`config.mk`:
```
export PLATFORM = sky130hd
export DESIGN_NAME = nvsc_host
export DESIGN_NICKNAME = d
export VERILOG_FILES = /design/src/nvsc_pkg.sv /design/src/nvsc_host.sv
export VERILOG_INCLUDE_DIRS = /design/src
export SDC_FILE = /design/constraint.sdc
export NUM_CORES = 1
export LEC_CHECK = 0
export BUFFER_PORTS_ARGS = -buffer_cell sky130_fd_sc_hd__buf_2
export CORE_AREA = 5 5 105 107
export DETAILED_ROUTE_END_ITERATION = 10
export DIE_AREA = 0 0 110 112
export PLACE_DENSITY = 0.7
export SYNTH_ARGS = -nofsm -noshare
export SYNTH_HDL_FRONTEND = slang
export SYNTH_SLANG_ARGS = --single-unit
```
`constraint.sdc`:
```
create_clock -name i_core_clk -period 6.7 [get_ports i_core_clk]
set_clock_uncertainty 0.05 [all_clocks]
set_input_delay 0.67 -clock i_core_clk [delete_from_list [all_inputs] [get_ports i_core_clk]]
set_output_delay 0.67 -clock i_core_clk [all_outputs]
set_load 0.05 [all_outputs]
```
`src/nvsc_regs.svh`:
```
`ifndef NVSC_REGS_SVH
`define NVSC_REGS_SVH
`define NVSC_CMD_A1      16'h4E38
`define NVSC_CMD_A2      16'hB1C7
`define NVSC_CMD_A3      16'h83E0
`define NVSC_CMD_A4      16'h7C1F
`define NVSC_CMD_A5      16'h703F
`define NVSC_CMD_RESTORE 16'h4C63
`define NVSC_CMD_SAVE    16'h8FC0
`define NVSC_CMD_AS_OFF  16'h8B45
`define NVSC_CMD_AS_ON   16'h4B46
`define NVSC_CMD_MSB     14
`define NVSC_CMD_LSB     2
`define NVSC_LAST_STEP   3'h5
`define NVSC_CMD_ENA_OFF 3'h0
`define NVSC_CMD_ENA_ON  3'h1
`define NVSC_CMD_SAVE_C  3'h2
`define NVSC_CMD_RST_C   3'h3
`define NVSC_OP_READ     1'h0
`define NVSC_OP_WRITE    1'h1
`define NVSC_RD_PULSE_NS 30
`define NVSC_GAP_NS      20
`define NVSC_CLK_NS      10
`define NVSC_RESTORE_NS  200000
`define NVSC_SAVE_NS     8000000
`endif

```
`src/nvsc_pkg.sv`:
```
`default_nettype none
package nvsc_pkg;
    typedef enum logic [2:0] {
        NVSC_IDLE,
        NVSC_SETUP,
        NVSC_STROBE,
        NVSC_GAP,
        NVSC_WAIT_NV,
        NVSC_WAIT_BUSY
    } nvsc_state_e;
endpackage : nvsc_pkg
`default_nettype wire

```
`src/nvsc_host.sv`:
```
`include "nvsc_regs.svh"
`default_nettype none
module nvsc_host #(
    parameter int ADDR_W     = 20,
    parameter int DATA_W     = 16,
    parameter int RESTORE_CY = (`NVSC_RESTORE_NS + `NVSC_CLK_NS - 1) / `NVSC_CLK_NS,
    parameter int SAVE_CY    = (`NVSC_SAVE_NS + `NVSC_CLK_NS - 1) / `NVSC_CLK_NS
) (
    // clock, reset, enable
    input  wire logic              i_core_clk,
    input  wire logic              i_resetn,
    input  wire logic              i_ce,
    // user request
    input  wire logic              i_req_valid,
    input  wire logic              i_req_write,
    input  wire logic              i_req_cmd,
    input  wire logic [2:0]        i_req_code,
    input  wire logic [ADDR_W-1:0] i_req_addr,
    input  wire logic [DATA_W-1:0] i_req_wdata,
    input  wire logic              i_low_supply,
    output logic                   o_req_ready,
    output logic                   o_rsp_valid,
    output logic [DATA_W-1:0]      o_rsp_rdata,
    // memory pins
    output logic [ADDR_W-1:0]      o_mem_addr,
    output logic                   o_mem_chip_sel_n,
    output logic                   o_mem_out_en_n,
    output logic                   o_mem_write_n,
    output logic                   o_upper_byte_select_n,
    output logic                   o_lower_byte_select_n,
    input  wire logic [DATA_W-1:0] i_mem_dq,
    output logic [DATA_W-1:0]      o_mem_dq,
    output logic                   o_mem_dq_oe,
    input  wire logic              i_save_busy_handshake_n
);
    import nvsc_pkg::*;

    localparam int RD_CY  = (`NVSC_RD_PULSE_NS + `NVSC_CLK_NS - 1) / `NVSC_CLK_NS;
    localparam int GAP_CY = (`NVSC_GAP_NS + `NVSC_CLK_NS - 1) / `NVSC_CLK_NS;
    localparam int CNT_W  = $clog2(SAVE_CY + RESTORE_CY + 2);

    // ************************************************************
    // command address table
    // ************************************************************
    function automatic logic [15:0] nvsc_step_addr(input logic [2:0] step,
                                                   input logic [2:0] code);
        logic [15:0] a;
        a = `NVSC_CMD_A1;
        case (step)
            3'h0: a = `NVSC_CMD_A1;
            3'h1: a = `NVSC_CMD_A2;
            3'h2: a = `NVSC_CMD_A3;
            3'h3: a = `NVSC_CMD_A4;
            3'h4: a = `NVSC_CMD_A5;
            default:
                case (code)
                    `NVSC_CMD_ENA_OFF: a = `NVSC_CMD_AS_OFF;
                    `NVSC_CMD_ENA_ON:  a = `NVSC_CMD_AS_ON;
                    `NVSC_CMD_SAVE_C:  a = `NVSC_CMD_SAVE;
                    default:           a = `NVSC_CMD_RESTORE;
                endcase
        endcase
        return a;
    endfunction : nvsc_step_addr

    // ************************************************************
    // sequencer
    // ************************************************************
    nvsc_state_e         state_q, state_d;
    logic [CNT_W-1:0]    cnt_q, cnt_d;
    logic [2:0]          step_q, step_d;
    logic                is_cmd_q, is_cmd_d;
    logic                is_wr_q, is_wr_d;
    logic [2:0]          code_q, code_d;
    logic [ADDR_W-1:0]   addr_q, addr_d;
    logic [DATA_W-1:0]   wdata_q, wdata_d;
    logic                ready_q, ready_d;
    logic                rsp_q, rsp_d;
    logic [DATA_W-1:0]   rdata_q, rdata_d;
    logic                cs_n_q, cs_n_d;
    logic                oe_n_q, oe_n_d;
    logic                we_n_q, we_n_d;
    logic                dq_oe_q, dq_oe_d;
    logic [15:0]         step_addr;

    // command address of the current step, sliced when the pins are set
    assign step_addr = nvsc_step_addr(step_q, code_q);

    always_comb
    begin
        state_d  = state_q;
        cnt_d    = cnt_q;
        step_d   = step_q;
        is_cmd_d = is_cmd_q;
        is_wr_d  = is_wr_q;
        code_d   = code_q;
        addr_d   = addr_q;
        wdata_d  = wdata_q;
        ready_d  = 1'b0;
        rsp_d    = 1'b0;
        rdata_d  = rdata_q;
        cs_n_d   = cs_n_q;
        oe_n_d   = oe_n_q;
        we_n_d   = we_n_q;
        dq_oe_d  = dq_oe_q;
        case (state_q)
            NVSC_IDLE:
            begin
                ready_d = i_save_busy_handshake_n;
                // low supply: the device would drop writes and saves anyway
                if (ready_q && i_req_valid && i_save_busy_handshake_n &&
                    !(i_low_supply && (i_req_write ||
                      (i_req_cmd && i_req_code == `NVSC_CMD_SAVE_C))))
                begin
                    ready_d  = 1'b0;
                    is_cmd_d = i_req_cmd;
                    is_wr_d  = i_req_write && !i_req_cmd;
                    code_d   = i_req_code;
                    step_d   = 3'h0;
                    addr_d   = i_req_addr;
                    wdata_d  = i_req_wdata;
                    state_d  = NVSC_SETUP;
                end
            end
            NVSC_SETUP:
            begin
                if (is_cmd_q)
                begin
                    // bits 14..2 carry the command, the rest stay zero
                    addr_d = '0;
                    addr_d[`NVSC_CMD_MSB:`NVSC_CMD_LSB] =
                        step_addr[`NVSC_CMD_MSB:`NVSC_CMD_LSB];
                end
                cs_n_d  = 1'b0;
                oe_n_d  = is_wr_q;
                we_n_d  = !is_wr_q;
                dq_oe_d = is_wr_q;
                cnt_d   = CNT_W'(RD_CY);
                state_d = NVSC_STROBE;
            end
            NVSC_STROBE:
            begin
                if (cnt_q > CNT_W'(1))
                    cnt_d = cnt_q - CNT_W'(1);
                else
                begin
                    cs_n_d  = 1'b1;
                    oe_n_d  = 1'b1;
                    we_n_d  = 1'b1;
                    dq_oe_d = 1'b0;
                    // sixth read returns no data
                    if (!is_wr_q && !(is_cmd_q && step_q == `NVSC_LAST_STEP))
                        rdata_d = i_mem_dq;
                    cnt_d   = CNT_W'(GAP_CY);
                    state_d = NVSC_GAP;
                end
            end
            NVSC_GAP:
            begin
                if (cnt_q > CNT_W'(1))
                    cnt_d = cnt_q - CNT_W'(1);
                else if (is_cmd_q && step_q != `NVSC_LAST_STEP)
                begin
                    // next step follows directly so nothing else intervenes
                    step_d  = step_q + 3'h1;
                    state_d = NVSC_SETUP;
                end
                else if (is_cmd_q && code_q == `NVSC_CMD_RST_C)
                begin
                    cnt_d   = CNT_W'(RESTORE_CY);
                    state_d = NVSC_WAIT_NV;
                end
                else if (is_cmd_q)
                begin
                    // enable changes wait here too, then a save is chained
                    cnt_d   = CNT_W'(SAVE_CY);
                    state_d = NVSC_WAIT_NV;
                end
                else
                begin
                    rsp_d   = 1'b1;
                    state_d = NVSC_WAIT_BUSY;
                end
            end
            NVSC_WAIT_NV:
            begin
                // busy release may end the wait early for a save
                if (cnt_q > CNT_W'(1) && !(code_q != `NVSC_CMD_RST_C &&
                    code_q != `NVSC_CMD_ENA_OFF && code_q != `NVSC_CMD_ENA_ON &&
                    i_save_busy_handshake_n && cnt_q < CNT_W'(SAVE_CY - 1)))
                    cnt_d = cnt_q - CNT_W'(1);
                else if (code_q == `NVSC_CMD_ENA_OFF || code_q == `NVSC_CMD_ENA_ON)
                begin
                    // a new enable is lost at power-down unless a save follows
                    code_d  = `NVSC_CMD_SAVE_C;
                    step_d  = 3'h0;
                    state_d = NVSC_SETUP;
                end
                else
                begin
                    rsp_d   = 1'b1;
                    state_d = NVSC_WAIT_BUSY;
                end
            end
            NVSC_WAIT_BUSY:
            begin
                // busy release gates the next access, write strobe stays high
                if (i_save_busy_handshake_n)
                    state_d = NVSC_IDLE;
            end
            default:
                state_d = NVSC_IDLE;
        endcase
    end

    always_ff @(posedge i_core_clk)
    begin
        if (!i_resetn)
        begin
            state_q  <= NVSC_IDLE;
            cnt_q    <= '0;
            step_q   <= 3'h0;
            is_cmd_q <= 1'b0;
            is_wr_q  <= `NVSC_OP_READ;
            code_q   <= 3'h0;
            addr_q   <= '0;
            wdata_q  <= '0;
            ready_q  <= 1'b0;
            rsp_q    <= 1'b0;
            rdata_q  <= '0;
            cs_n_q   <= 1'b1;
            oe_n_q   <= 1'b1;
            we_n_q   <= 1'b1;
            dq_oe_q  <= 1'b0;
        end
        else if (i_ce)
        begin
            state_q  <= state_d;
            cnt_q    <= cnt_d;
            step_q   <= step_d;
            is_cmd_q <= is_cmd_d;
            is_wr_q  <= is_wr_d;
            code_q   <= code_d;
            addr_q   <= addr_d;
            wdata_q  <= wdata_d;
            ready_q  <= ready_d;
            rsp_q    <= rsp_d;
            rdata_q  <= rdata_d;
            cs_n_q   <= cs_n_d;
            oe_n_q   <= oe_n_d;
            we_n_q   <= we_n_d;
            dq_oe_q  <= dq_oe_d;
        end
    end

    // ************************************************************
    // outputs
    // ************************************************************
    assign o_req_ready           = ready_q;
    assign o_rsp_valid           = rsp_q;
    assign o_rsp_rdata           = rdata_q;
    assign o_mem_addr            = addr_q;
    assign o_mem_chip_sel_n      = cs_n_q;
    assign o_mem_out_en_n        = oe_n_q;
    assign o_mem_write_n         = we_n_q;
    assign o_upper_byte_select_n = cs_n_q;
    assign o_lower_byte_select_n = cs_n_q;
    assign o_mem_dq              = wdata_q;
    assign o_mem_dq_oe           = dq_oe_q;
endmodule : nvsc_host
`default_nettype wire

```
* After elaboration in Yosys (flattened, before gate mapping)
Index checks and enable logic that the tools add are counted.
** Storage, ports and cells
- Register bits after elaboration :: 89
- Bits in read-only memories :: 0
- Memories :: 0
- Logic and storage cells :: 134
- Bits in latches :: 0
- Output and inout bits :: 60
- RAM bits :: 0
** Operators by class
- Equal/unequal tests :: 28
- Order comparisons :: 2
- Muxes and demuxes :: 47
- Reductions and logical operators :: 39
- Divide/modulo/power cells :: 0
- Shifts and indexed selects :: 0
- Multiply operators :: 0
- $add $sub $neg :: 2
- Bitwise gates (word level) :: 1
** Operator list (count)
- 2-to-1 mux 20 bit :: 8
- one-hot mux 20 bit (4 select lines) :: 1
- one-hot mux 15 bit (5 select lines) :: 1
- 2-to-1 mux 3 bit :: 15
- one-hot mux 15 bit (3 select lines) :: 1
- one-hot mux 20 bit (2 select lines) :: 1
- equality test 3 x 2 -> 1 bit (second input constant) :: 7
- > comparator 20 x 1 -> 1 bit (second input constant) :: 1
- less-than comparator 20 bit (second input constant) :: 1
- subtractor 20 x 1 -> 20 bit (second input constant) :: 1
- inequality test 2 bit (second input constant) :: 9
- one-hot mux 3 bit (6 select lines) :: 1
- logical AND 1 bit :: 15
- equality test 3 bit (second input constant) :: 4
- 2-to-1 mux 1 bit :: 12
- one-hot mux 1 bit (2 select lines) :: 5
- AND reduction 5 bit :: 2
- equality test 3 x 1 -> 1 bit (second input constant) :: 3
- logical NOT 3 bit :: 3
- one-hot mux 3 bit (3 select lines) :: 1
- AND reduction 4 bit :: 2
- AND reduction 7 bit :: 1
- inequality test 3 bit (second input constant) :: 2
- one-hot mux 3 bit (2 select lines) :: 1
- 12 further kinds :: 21

* Logic depth before layout (Yosys ltp)
Gate-level depths: netlist of the first run.
- Depth after elaboration :: 9
- Mapped depth :: 10
- Gate-level depth less buffers :: 8

* Worst setup path after synthesis of the first run
Ideal clock, no wire load.
- Path kind :: register to register
- Start point :: reg cnt_q[7]
- End point :: reg cnt_q[11]
- Stages on the path, launching flop included :: 8
- Slack :: 4.402 ns
- Arrival :: 2.122 ns
- Clock period less this slack :: 2.298 ns
- Required time :: 6.524 ns
- Setup time :: 0.126 ns
- Cells stage by stage :: dfxtp_1 > or3_4 > or4_4 > o41ai_4 > buf_6 > nor2_1 > o21ai_1 > o32ai_2
** On the way
- Word-level cells in the longest chain between the ends :: 6
- Elaborated cells between the ends (all ways) :: 14
** RTL lines
- start, declared :: RTL line nvsc_host.sv:70 : logic [CNT_W-1:0] cnt_q, cnt_d;
- start signal, assigned :: RTL line nvsc_host.sv:239 : cnt_q <= cnt_d;
- less-than comparator 20 bit :: RTL line nvsc_host.sv:190 : i_save_busy_handshake_n && cnt_q < CNT_W'(SAVE_CY - 1)))
- logical AND 1 bit :: RTL line nvsc_host.sv:188 : if (cnt_q > CNT_W'(1) && !(code_q != `NVSC_CMD_RST_C &&
- logical NOT 1 bit :: RTL line nvsc_host.sv:188
- logical AND 1 bit :: RTL line nvsc_host.sv:188
- inequality test 2 bit (no source line)
- AND reduction 5 bit (no source line)
Parallel ways exist; a longest one is shown, timed or not. The select of a mux whose other input is x is not followed.
A chain may end at the register's enable or synchronous reset.

* Final worst setup path of the first run
- Start point :: reg cnt_q[0]
- End point :: reg cnt_q[1]
The elaborated chain is that of the path after synthesis.

==> flow_metrics.tcl, run 1 <==
set metrics [dict create \
    worstMarginPinSlew_ps 1290 \
    critical-path-slowest-cell "sky130_fd_sc_hd__o21ai_1" \
    cts_root_buf "sky130_fd_sc_hd__clkbuf_8" \
    maxSlewViolCount 0 \
    cpLargestDelayFamily "compound AO/OA/AOI/OAI gates" \
    power.leakage_nw 2.371 \
    cts.repair.resized 0 \
    yosysWarnings 0 \
    vdd_ir_drop_max_mv 0.1665 \
    netSwitchingFraction 0.3753 \
    worstSkewPairLatency_ps 360 \
    int_power_mw 0.9414 \
    dp_hpwl_mm 8.812 \
    floorplan.rows 37 \
    yosys.area.top_type "sky130_fd_sc_hd__dfxtp_1" \
    switchingPower_mw 0.5656 \
    power.density_mw_per_mm2 283.5 \
    critical_path.endpoint_type "flop" \
    antenna_cells_inserted 0 \
    worst_hold_path_type "reg2reg" \
    min_period_ps 3091 \
    area_of_the_multi_input_gates_mm2 0.002471 \
    die_height_um 112 \
    first_global_vias 4087 \
    final.fill_count 995 \
    timing_worst_setup_path_type "reg2reg" \
    cts.clk_slew.worst_paths_ps 90 \
    grt_pass1_wl_mm 19.73 \
    synth.avg_cell_area_um2 8.082 \
    unrepaired_setup_endpoints_after_global_routing "false" \
    drcViolationCount 0 \
    synth_nets 622 \
    grt_util_all_layers 0.1975 \
    fin_crit_sh 0.4613 \
    timing.critical_path.cells "inv_1 > ha_1 > nor2_1 > or4_4 > nor3_4 > nor3_1 > o21ai_1 > o221a_2" \
    fin_worst_hold_slack_ps 401.7 \
    io_buffer_count 122 \
    postRouteAntennaNets 0 \
    outcome "finished clean" \
    cts.hold.buffers_added 0 \
    final_setup_vio_count 0 \
    wire_per_inst_um 15.37 \
    share_seq_of_total_power 0.395 \
    grt_max_degree 57 \
    gpl.final_weighted_congestion 0.8929 \
    synthesized_netlist_cell_count 551 \
    placed_cell_area_mm2 0.005097 \
    dr_total_vias 4361 \
    pre_cts_ws_ps 3616 \
    drive_gt1_frac 0.2504 \
    critical_path_required_ps 6960 \
    max_freq_mhz 323.5 \
    drt_wl_total_mm 12.16 \
    post-synth-top-count-cell "sky130_fd_sc_hd__dfxtp_1" \
    synth-async-reset-ratio 0 \
    synth-edff-count 0 \
    crit_arrival_ps 3350 \
    die_x_um 110 \
    worst_slack_ps 3609 \
    critPathLaunchType "flop" \
    cts.path.max_buffers 2 \
    totalNegativeSetupSlack_ps 0 \
    maxCapViolations 0 \
    combinationalPowerShare 0.334 \
    drt_first_pass_iters 5 \
    count_of_buffers_added_by_post_cts_timing_repair_for_setup 0 \
    design.final.nets 721 \
    floorplan.core_area_mm2 0.01005 \
    cts.sink_count 89 \
    dieArea_mm2 0.01232 \
    ys_top_cells_by_area "sky130_fd_sc_hd__dfxtp_1, sky130_fd_sc_hd__nand2_1, sky130_fd_sc_hd__a21oi_1" \
    cts_tree "done" \
    avgViaCountPerCell 5.513 \
    critPathBufInv 1 \
    ys.flop_type "sky130_fd_sc_hd__dfxtp_1" \
    worst_path_largest_cell_delay_ps 840 \
    cts-htree-levels 3 \
    mappedNetlistArea_mm2 0.004453 \
    synthToLayoutAreaGrowth_pct 19.36 \
    register_area_mm2 0.001782 \
    layoutNonFillerInstCount 791 \
    hold_violation_total_from_the_final_report 0 \
    pin_count 123 \
    yosys_register_bits 89 \
    post-route-util 0.5291 \
    fin_area_mm2 0.005315 \
    slew_headroom 0.1382 \
    grt_antenna_before_repair 0 \
    share_of_the_synthesized_area_in_the_top_cell_type 0.4001 \
    numPlacedInstances 775 \
    synth.top_cells.by_count "sky130_fd_sc_hd__dfxtp_1, sky130_fd_sc_hd__nand2_1, sky130_fd_sc_hd__nor2_1, sky130_fd_sc_hd__a21oi_1, sky130_fd_sc_hd__clkbuf_1" \
    initial_utilization 0.4433 \
    synth-seq-area-share 0.4001 \
    tritoncts.num_buffers 9 \
    grt_overflow 0 \
    drt_first_iter_violations 265 \
    clkPwrFrac 0.270 \
    p_total_mw 1.507 \
    post_synth_num_cell_types 65 \
    path_max_fanout 12 \
]
-- cells by family (layout without fill, tap and decap cells) --
group           Yosys count  after routing  synth area share
compound gates          141            141            0.2082
xor+xnor                  6              6           0.01180
flops                    89             89            0.4001
mux                      24             24           0.05423
buf+inv                  49            153           0.04608
fa+ha+maj                 8              8           0.02248
simple gates            234            234            0.2571
-- worst min-delay path: cells and delay by family (launching register included) --
family          cells  cell delay [ps]
simple gates        1               50
compound gates      1               50
flops               1              310
-- flip-flops by register name, indices dropped and copies added, names as in the netlist, 3 cells and up --
| signal | flops |
|---|---|
| cnt_q | 20 |
| o_mem_addr | 20 |
| o_mem_dq | 16 |
| o_rsp_rdata | 16 |
| code_q | 3 |
| state_q | 3 |
| step_q | 3 |
-- path summary, 6_finish.rpt --
path,start,endpoint,slack [ps],depth (start not counted)
hold reg to reg,o_rsp_rdata[1]$_SDFFE_PN0P_,o_rsp_rdata[1]$_SDFFE_PN0P_,400,2
setup / recovery,cnt_q[0]$_SDFFE_PN0P_,cnt_q[1]$_SDFFE_PN0P_,3610,8
hold / removal,o_rsp_rdata[1]$_SDFFE_PN0P_,o_rsp_rdata[1]$_SDFFE_PN0P_,400,2
setup reg to reg,cnt_q[0]$_SDFFE_PN0P_,cnt_q[1]$_SDFFE_PN0P_,3610,8
-- routing by layer --
layer,global-route usage,vias to the layer above,routed length [um],part of all wire
met2,0.3167,138,5895,0.48
li1,-,2168,-,-
met3,0.05217,15,883,0.073
met1,0.2607,2040,5237,0.43
met4,0.05320,0,143,0.012
met5,0,-,0,0
-- layout by cell type, fill, tap and decap left out, types with 3 or more instances in the layout --
cell / instances
sky130_fd_sc_hd__dfxtp_1: 89
sky130_fd_sc_hd__a21oi_1: 47
sky130_fd_sc_hd__ha_1: 8
sky130_fd_sc_hd__a211oi_1: 5
sky130_fd_sc_hd__o211ai_1: 7
sky130_fd_sc_hd__xor2_1: 4
sky130_fd_sc_hd__nand4_1: 7
sky130_fd_sc_hd__o221ai_1: 4
sky130_fd_sc_hd__o21a_1: 4
sky130_fd_sc_hd__o21ai_0: 22
sky130_fd_sc_hd__a31oi_1: 5
sky130_fd_sc_hd__or3_1: 7
sky130_fd_sc_hd__mux2i_1: 23
sky130_fd_sc_hd__or4_1: 5
sky130_fd_sc_hd__nor4_1: 6
sky130_fd_sc_hd__nand2_1: 76
sky130_fd_sc_hd__o221a_2: 8
sky130_fd_sc_hd__o22ai_1: 10
sky130_fd_sc_hd__clkbuf_8: 9
sky130_fd_sc_hd__nor2_1: 55
sky130_fd_sc_hd__inv_1: 12
sky130_fd_sc_hd__and2_1: 6
sky130_fd_sc_hd__nor3_1: 20
sky130_fd_sc_hd__o21ai_1: 9
sky130_fd_sc_hd__nor2b_1: 6
sky130_fd_sc_hd__and3_1: 6
sky130_fd_sc_hd__nand2b_1: 5
sky130_fd_sc_hd__buf_2: 122
sky130_fd_sc_hd__nor3b_1: 4
sky130_fd_sc_hd__nand3_1: 17
sky130_fd_sc_hd__or2_2: 3
-- power groups by stage --
stage,clock (mW),combinational (mW),sequential [mW]
after floorplan,0,0.347,0.653
after global placement,0,0.493,0.605
after detailed placement,0,0.498,0.606
after CTS,0.418,0.502,0.595
after global routing,0.446,0.548,0.602
final,0.407,0.504,0.596
-- cell type report --
cell class / instances / area share
multi-input cells: 413 / 0.4649
flip-flops and latches: 89 / 0.3352
clock inverters: 6 / 0.01695
repair buffers: 124 / 0.1177
inverters: 13 / 0.009181
clock buffers: 10 / 0.02401
well taps: 136 / 0.03202
Note: power is estimated with default switching activity, not from simulation.
==> inputs of run 2 (changes only) <==
- PLACE_DENSITY: 0.7 -> 0.73
- clock period: 6.7 -> 2.8 ns (I/O delays scaled with it)
==> flow_metrics.tcl, run 2 (same netlist as run 1, synthesis figures left out) <==
set metrics [dict create \
    drive_gt1_frac 0.2676 \
    timing.critical_path.cells "ha_1 > nand4_1 > o311ai_0 > a21oi_1 > nor3_1 > o21ai_1 > buf_4 > o221a_2" \
    maxCapViolations 0 \
    regToRegEndpoint "cnt_q[0]$_SDFFE_PN0P_" \
    synthToLayoutAreaGrowth_pct 21.52 \
    timing_worst_setup_path_type "reg2reg" \
    hold_violation_total_from_the_final_report 0 \
    wire_per_inst_um 15.50 \
    io_buffer_count 122 \
    count_of_buffers_added_by_post_cts_timing_repair_for_setup 0 \
    critPathBufInv 1 \
    min_delay_path_depth 3 \
    postRouteAntennaNets 0 \
    first_global_vias 4270 \
    cts.hold.buffers_added 0 \
    worst_path_largest_cell_delay_ps 500 \
    dieArea_mm2 0.01232 \
    drt_wl_total_mm 12.48 \
    avgViaCountPerCell 5.493 \
    worst_hold_path_type "in2reg" \
    slew_headroom 0.4837 \
    layoutNonFillerInstCount 805 \
    unrepaired_setup_endpoints_after_global_routing "false" \
    die_height_um 112 \
    cts.repair.resized 0 \
    rr_startpoint "cnt_q[0]$_SDFFE_PN0P_" \
    grt_overflow 0 \
    area_of_the_multi_input_gates_mm2 0.002471 \
    crit_arrival_ps 2720 \
    antenna_cells_inserted 0 \
    worstMarginPinSlew_ps 773.4 \
    grt_max_degree 43 \
    design.final.nets 736 \
    drt_first_iter_violations 231 \
    vdd_ir_drop_max_mv 0.2892 \
    fin_worst_hold_slack_ps 101.0 \
    cts_tree "done" \
    worstSkewPairLatency_ps 360 \
    maxSlewViolCount 0 \
    power.density_mw_per_mm2 661.7 \
    cts.clk_slew.worst_paths_ps 90 \
    tritoncts.num_buffers 9 \
    floorplan.rows 37 \
    initial_utilization 0.4433 \
    final.fill_count 964 \
    pin_count 123 \
    cts-htree-levels 3 \
    min_period_ps 2521 \
    max_freq_mhz 396.7 \
    fin_crit_sh 0.9003 \
    cts.sink_count 89 \
    path_max_fanout 12 \
    critical-path-slowest-cell "sky130_fd_sc_hd__o311ai_0" \
    min_from "i_req_wdata[11]" \
    dp_hpwl_mm 9.187 \
    critical_path.endpoint_type "flop" \
    final_common_cell "sky130_fd_sc_hd__buf_2" \
    register_area_mm2 0.001782 \
    cts_root_buf "sky130_fd_sc_hd__clkbuf_8" \
    grt_antenna_before_repair 0 \
    grt_pass1_wl_mm 20.73 \
    grt_util_all_layers 0.2053 \
    layout.cells.most_common_list "sky130_fd_sc_hd__buf_2, sky130_fd_sc_hd__dfxtp_1, sky130_fd_sc_hd__nand2_1" \
    floorplan.core_area_mm2 0.01005 \
    drt_first_pass_iters 4 \
    p_total_mw 3.581 \
    numPlacedInstances 790 \
    timing.reg2reg.setup_slack_ps 280 \
    worstHoldEndpoint "o_mem_dq[11]$_SDFFE_PN0P_" \
    drcViolationCount 0 \
    final_setup_vio_count 0 \
    totalNegativeSetupSlack_ps 0 \
    die_x_um 110 \
    cts.path.max_buffers 2 \
    critical_path_required_ps 3000 \
    outcome "finished clean" \
    cpLargestDelayFamily "compound AO/OA/AOI/OAI gates" \
    dr_total_vias 4422 \
    gpl.final_weighted_congestion 0.9474 \
    power.leakage_nw 2.432 \
    critPathLaunchType "flop" \
    timing.reg2reg.worst_path_depth 8 \
]
run 2: final cells by class:
class / instances / area share
inverter: 13 / 0.009017
clock inverter: 5 / 0.01179
multi-input combinational: 413 / 0.4566
timing repair buffer: 139 / 0.1364
tap: 136 / 0.03145
sequential: 89 / 0.3292
clock buffer: 10 / 0.02543
run 2: report_power, final:
group | leakage [nW] | total, mW | switching, mW | internal (mW)
clock | 0.0989 | 0.903 | 0.464 | 0.438
combinational | 1.61 | 1.25 | 0.799 | 0.452
sequential | 0.719 | 1.43 | 0.0919 | 1.34
total | 2.43 | 3.58 | 1.35 | 2.23
run 2: tightest hold or removal path: stages:
cell and delay [ps]:
sky130_fd_sc_hd__buf_2 70, sky130_fd_sc_hd__mux2i_1 50, sky130_fd_sc_hd__nor2_1 70
run 2: routing by layer:
layer | global-route usage | part of all wire | up-vias | wire [um]
met3 | 0.04522 | 0.071 | 10 | 882
li1 | - | - | 2199 | -
met2 | 0.3378 | 0.48 | 158 | 6048
met4 | 0.06151 | 0.012 | 0 | 144
met5 | 0 | 0 | - | 0
met1 | 0.2665 | 0.43 | 2055 | 5405
run 2: how the worst max path moves through the flow:
stage,depth (start not counted),start,end
floorplan,7,cnt_q[7]$_SDFFE_PN0P_,cnt_q[11]$_SDFFE_PN0P_
global placement,7,cnt_q[7]$_SDFFE_PN0P_,cnt_q[6]$_SDFFE_PN0P_
detailed placement,9,cnt_q[1]$_SDFFE_PN0P_,cnt_q[6]$_SDFFE_PN0P_
CTS,8,cnt_q[0]$_SDFFE_PN0P_,cnt_q[0]$_SDFFE_PN0P_
global route,8,cnt_q[0]$_SDFFE_PN0P_,cnt_q[0]$_SDFFE_PN0P_
finish,8,cnt_q[0]$_SDFFE_PN0P_,cnt_q[0]$_SDFFE_PN0P_
run 2: stage by stage:
stage / area (um^2) / setup WS (ps) / util
after floorplan: 4453 / 501.6 / -
after global placement: 5210 / 390.9 / 0.5186
after detailed placement: 5210 / 322.5 / 0.5186
after CTS: 5411 / 295.8 / 0.5387
after global routing: 5411 / 23.38 / 0.5387
final: 5411 / 279.3 / 0.5387
==> inputs of run 3 (changes only) <==
- clock period: 2.8 -> 2.1 ns (I/O delays scaled with it)
==> flow_metrics.tcl, run 3 (same netlist as run 1, synthesis figures left out) <==
set metrics [dict create \
    grt_overflow 0 \
    post-route-util 0.6538 \
    synthToLayoutAreaGrowth_pct 47.49 \
    outcome "finished with violations" \
    cts-htree-levels 3 \
    postRouteAntennaNets 0 \
    critPathLaunchType "flop" \
    timing_worst_setup_path_type "reg2reg" \
    cts_tree "done" \
    maxSlewViolCount 0 \
    final_setup_vio_count 44 \
    tritoncts.num_buffers 9 \
    highest_signal_layer_in_the_routed_design "met4" \
    fin_crit_sh 1.087 \
    maxCapViolations 0 \
    initial_utilization 0.4433 \
    path_max_fanout 5 \
    gpl.final_weighted_congestion 0.9306 \
    avgViaCountPerCell 5.674 \
    worst_hold_path_type "in2reg" \
    crit_arrival_ps 2480 \
    hold_violation_total_from_the_final_report 0 \
    met2_wirelength_mm 7.502 \
    unrepaired_setup_endpoints_after_global_routing "true" \
    layoutNonFillerInstCount 870 \
    vdd_ir_drop_max_mv 0.4701 \
    dieArea_mm2 0.01232 \
    dr_total_vias 4936 \
    cpLargestDelayFamily "simple AND/OR/NAND/NOR gates" \
    worst_slack_ps -183.3 \
    floorplan.core_area_mm2 0.01005 \
    failed_checks "setup timing" \
    cts.path.max_buffers 2 \
    final_common_cell "sky130_fd_sc_hd__buf_2" \
    worstMarginPinSlew_ps 442.2 \
    drcViolationCount 0 \
    drt_wl_total_mm 14.95 \
    grt_util_all_layers 0.2202 \
    cts.clk_slew.worst_paths_ps 90 \
    grt_pass1_wl_mm 21.94 \
    drt_first_iter_violations 392 \
    power.density_mw_per_mm2 869.6 \
    critical_path_required_ps 2290 \
    fin_worst_hold_slack_ps 33.20 \
    dp_hpwl_mm 9.963 \
    first_global_vias 4648 \
    grt_max_degree 39 \
    totalNegativeSetupSlack_ps -4243 \
    worst_path_largest_cell_delay_ps 470 \
    wl_met3_mm 1.039 \
    power.leakage_nw 2.913 \
    drt_first_pass_iters 5 \
    io_buffer_count 122 \
    cts.sink_count 89 \
    design.final.nets 799 \
    placed_cell_area_mm2 0.005717 \
    worstSkewPairLatency_ps 350 \
    fin_area_mm2 0.006568 \
    wire_per_inst_um 17.18 \
    cts.hold.buffers_added 0 \
    critical_path.endpoint_type "flop" \
    pin_count 123 \
    min_period_ps 2283 \
    cts_root_buf "sky130_fd_sc_hd__clkbuf_8" \
    critPathBufInv 2 \
    layout.cells.most_common_list "sky130_fd_sc_hd__buf_2, sky130_fd_sc_hd__dfxtp_1, sky130_fd_sc_hd__nand2_1" \
    max_freq_mhz 438.0 \
    m1WireLength_mm 6.083 \
    timing.critical_path.cells "or3_4 > or4_4 > o41ai_4 > buf_6 > clkbuf_16 > nor2_1 > o21ai_1 > o22ai_2" \
    slew_headroom 0.7012 \
    grt_antenna_before_repair 2 \
    floorplan.rows 37 \
    die_height_um 112 \
    drive_gt1_frac 0.4508 \
    critical-path-slowest-cell "sky130_fd_sc_hd__or4_4" \
    die_x_um 110 \
    numPlacedInstances 840 \
]
[run 3: cell count changes in the layout (fill, tap and decap cells not counted), sizes merged]
cell,previous run,this run
clkinvlp,1,2
bufinv,1,0
inv,14,13
buf,139,200
diode,0,2
clkbuf,10,13
[run 3: metal layers]
metal	vias to the layer above	global-route usage
met5	-	0
met4	0	0.08479
met3	33	0.04580
met2	224	0.3677
met1	2346	0.2744
li1	2333	-
[run 3: area by class of cell]
type | count | area [um^2]
Sequential cell | 89 | 1798
Clock inverter | 4 | 28.78
Antenna cell | 2 | 5.005
Inverter | 13 | 51.30
Tap cell | 136 | 170.2
Multi-Input combinational cell | 413 | 2960
Clock buffer | 11 | 151.4
Timing Repair Buffer | 202 | 1403
Fill cell | 796 | 3478
[run 3: repair_timing]
item | in CTS | in global routing
buffers inserted | 4 | 4
pin swaps | 13 | 50
gates resized for setup | 39 | 100
setup endpoints to repair | 43 | 50
cloned | 1 | 4
[run 3: worst paths after layout]
| path | from | endpoint | slack (ps) | depth (start not counted) |
|---|---|---|---|---|
| max | cnt_q[7]$_SDFFE_PN0P_ | cnt_q[5]$_SDFFE_PN0P_ | -180 | 8 |
| min reg2reg | o_mem_addr[11]$_SDFFE_PN0P_ | o_mem_addr[11]$_SDFFE_PN0P_ | 400 | 2 |
| max reg2reg | cnt_q[7]$_SDFFE_PN0P_ | cnt_q[5]$_SDFFE_PN0P_ | -180 | 8 |
| min | i_req_wdata[14] | o_mem_dq[14]$_SDFFE_PN0P_ | 30 | 3 |
[run 3: worst register-to-register path, delay by kind of cell, from the launching register on]
kind | cells | cell delay [ps]
buffers and inverters | 2 | 350
DFF | 1 | 330
and+or+nand+nor | 3 | 900
AOI/OAI and AO/OA | 3 | 530
[run 3: power breakdown]
part | switching (mW) | internal [mW] | leakage [nW]
Sequential | 0.113 | 1.79 | 0.723
Combinational | 1.52 | 1.19 | 2.10
Clock | 0.602 | 0.488 | 0.0874
Total | 2.24 | 3.47 | 2.91
[run 3: through the flow]
stage	setup slack [ps]	power (mW)
after floorplan	-76.45	3.213
after global placement	-109.1	3.915
after detailed placement	-164.4	3.953
after CTS	-123.8	5.234
after global routing	-256.8	5.976
final	-183.3	5.711
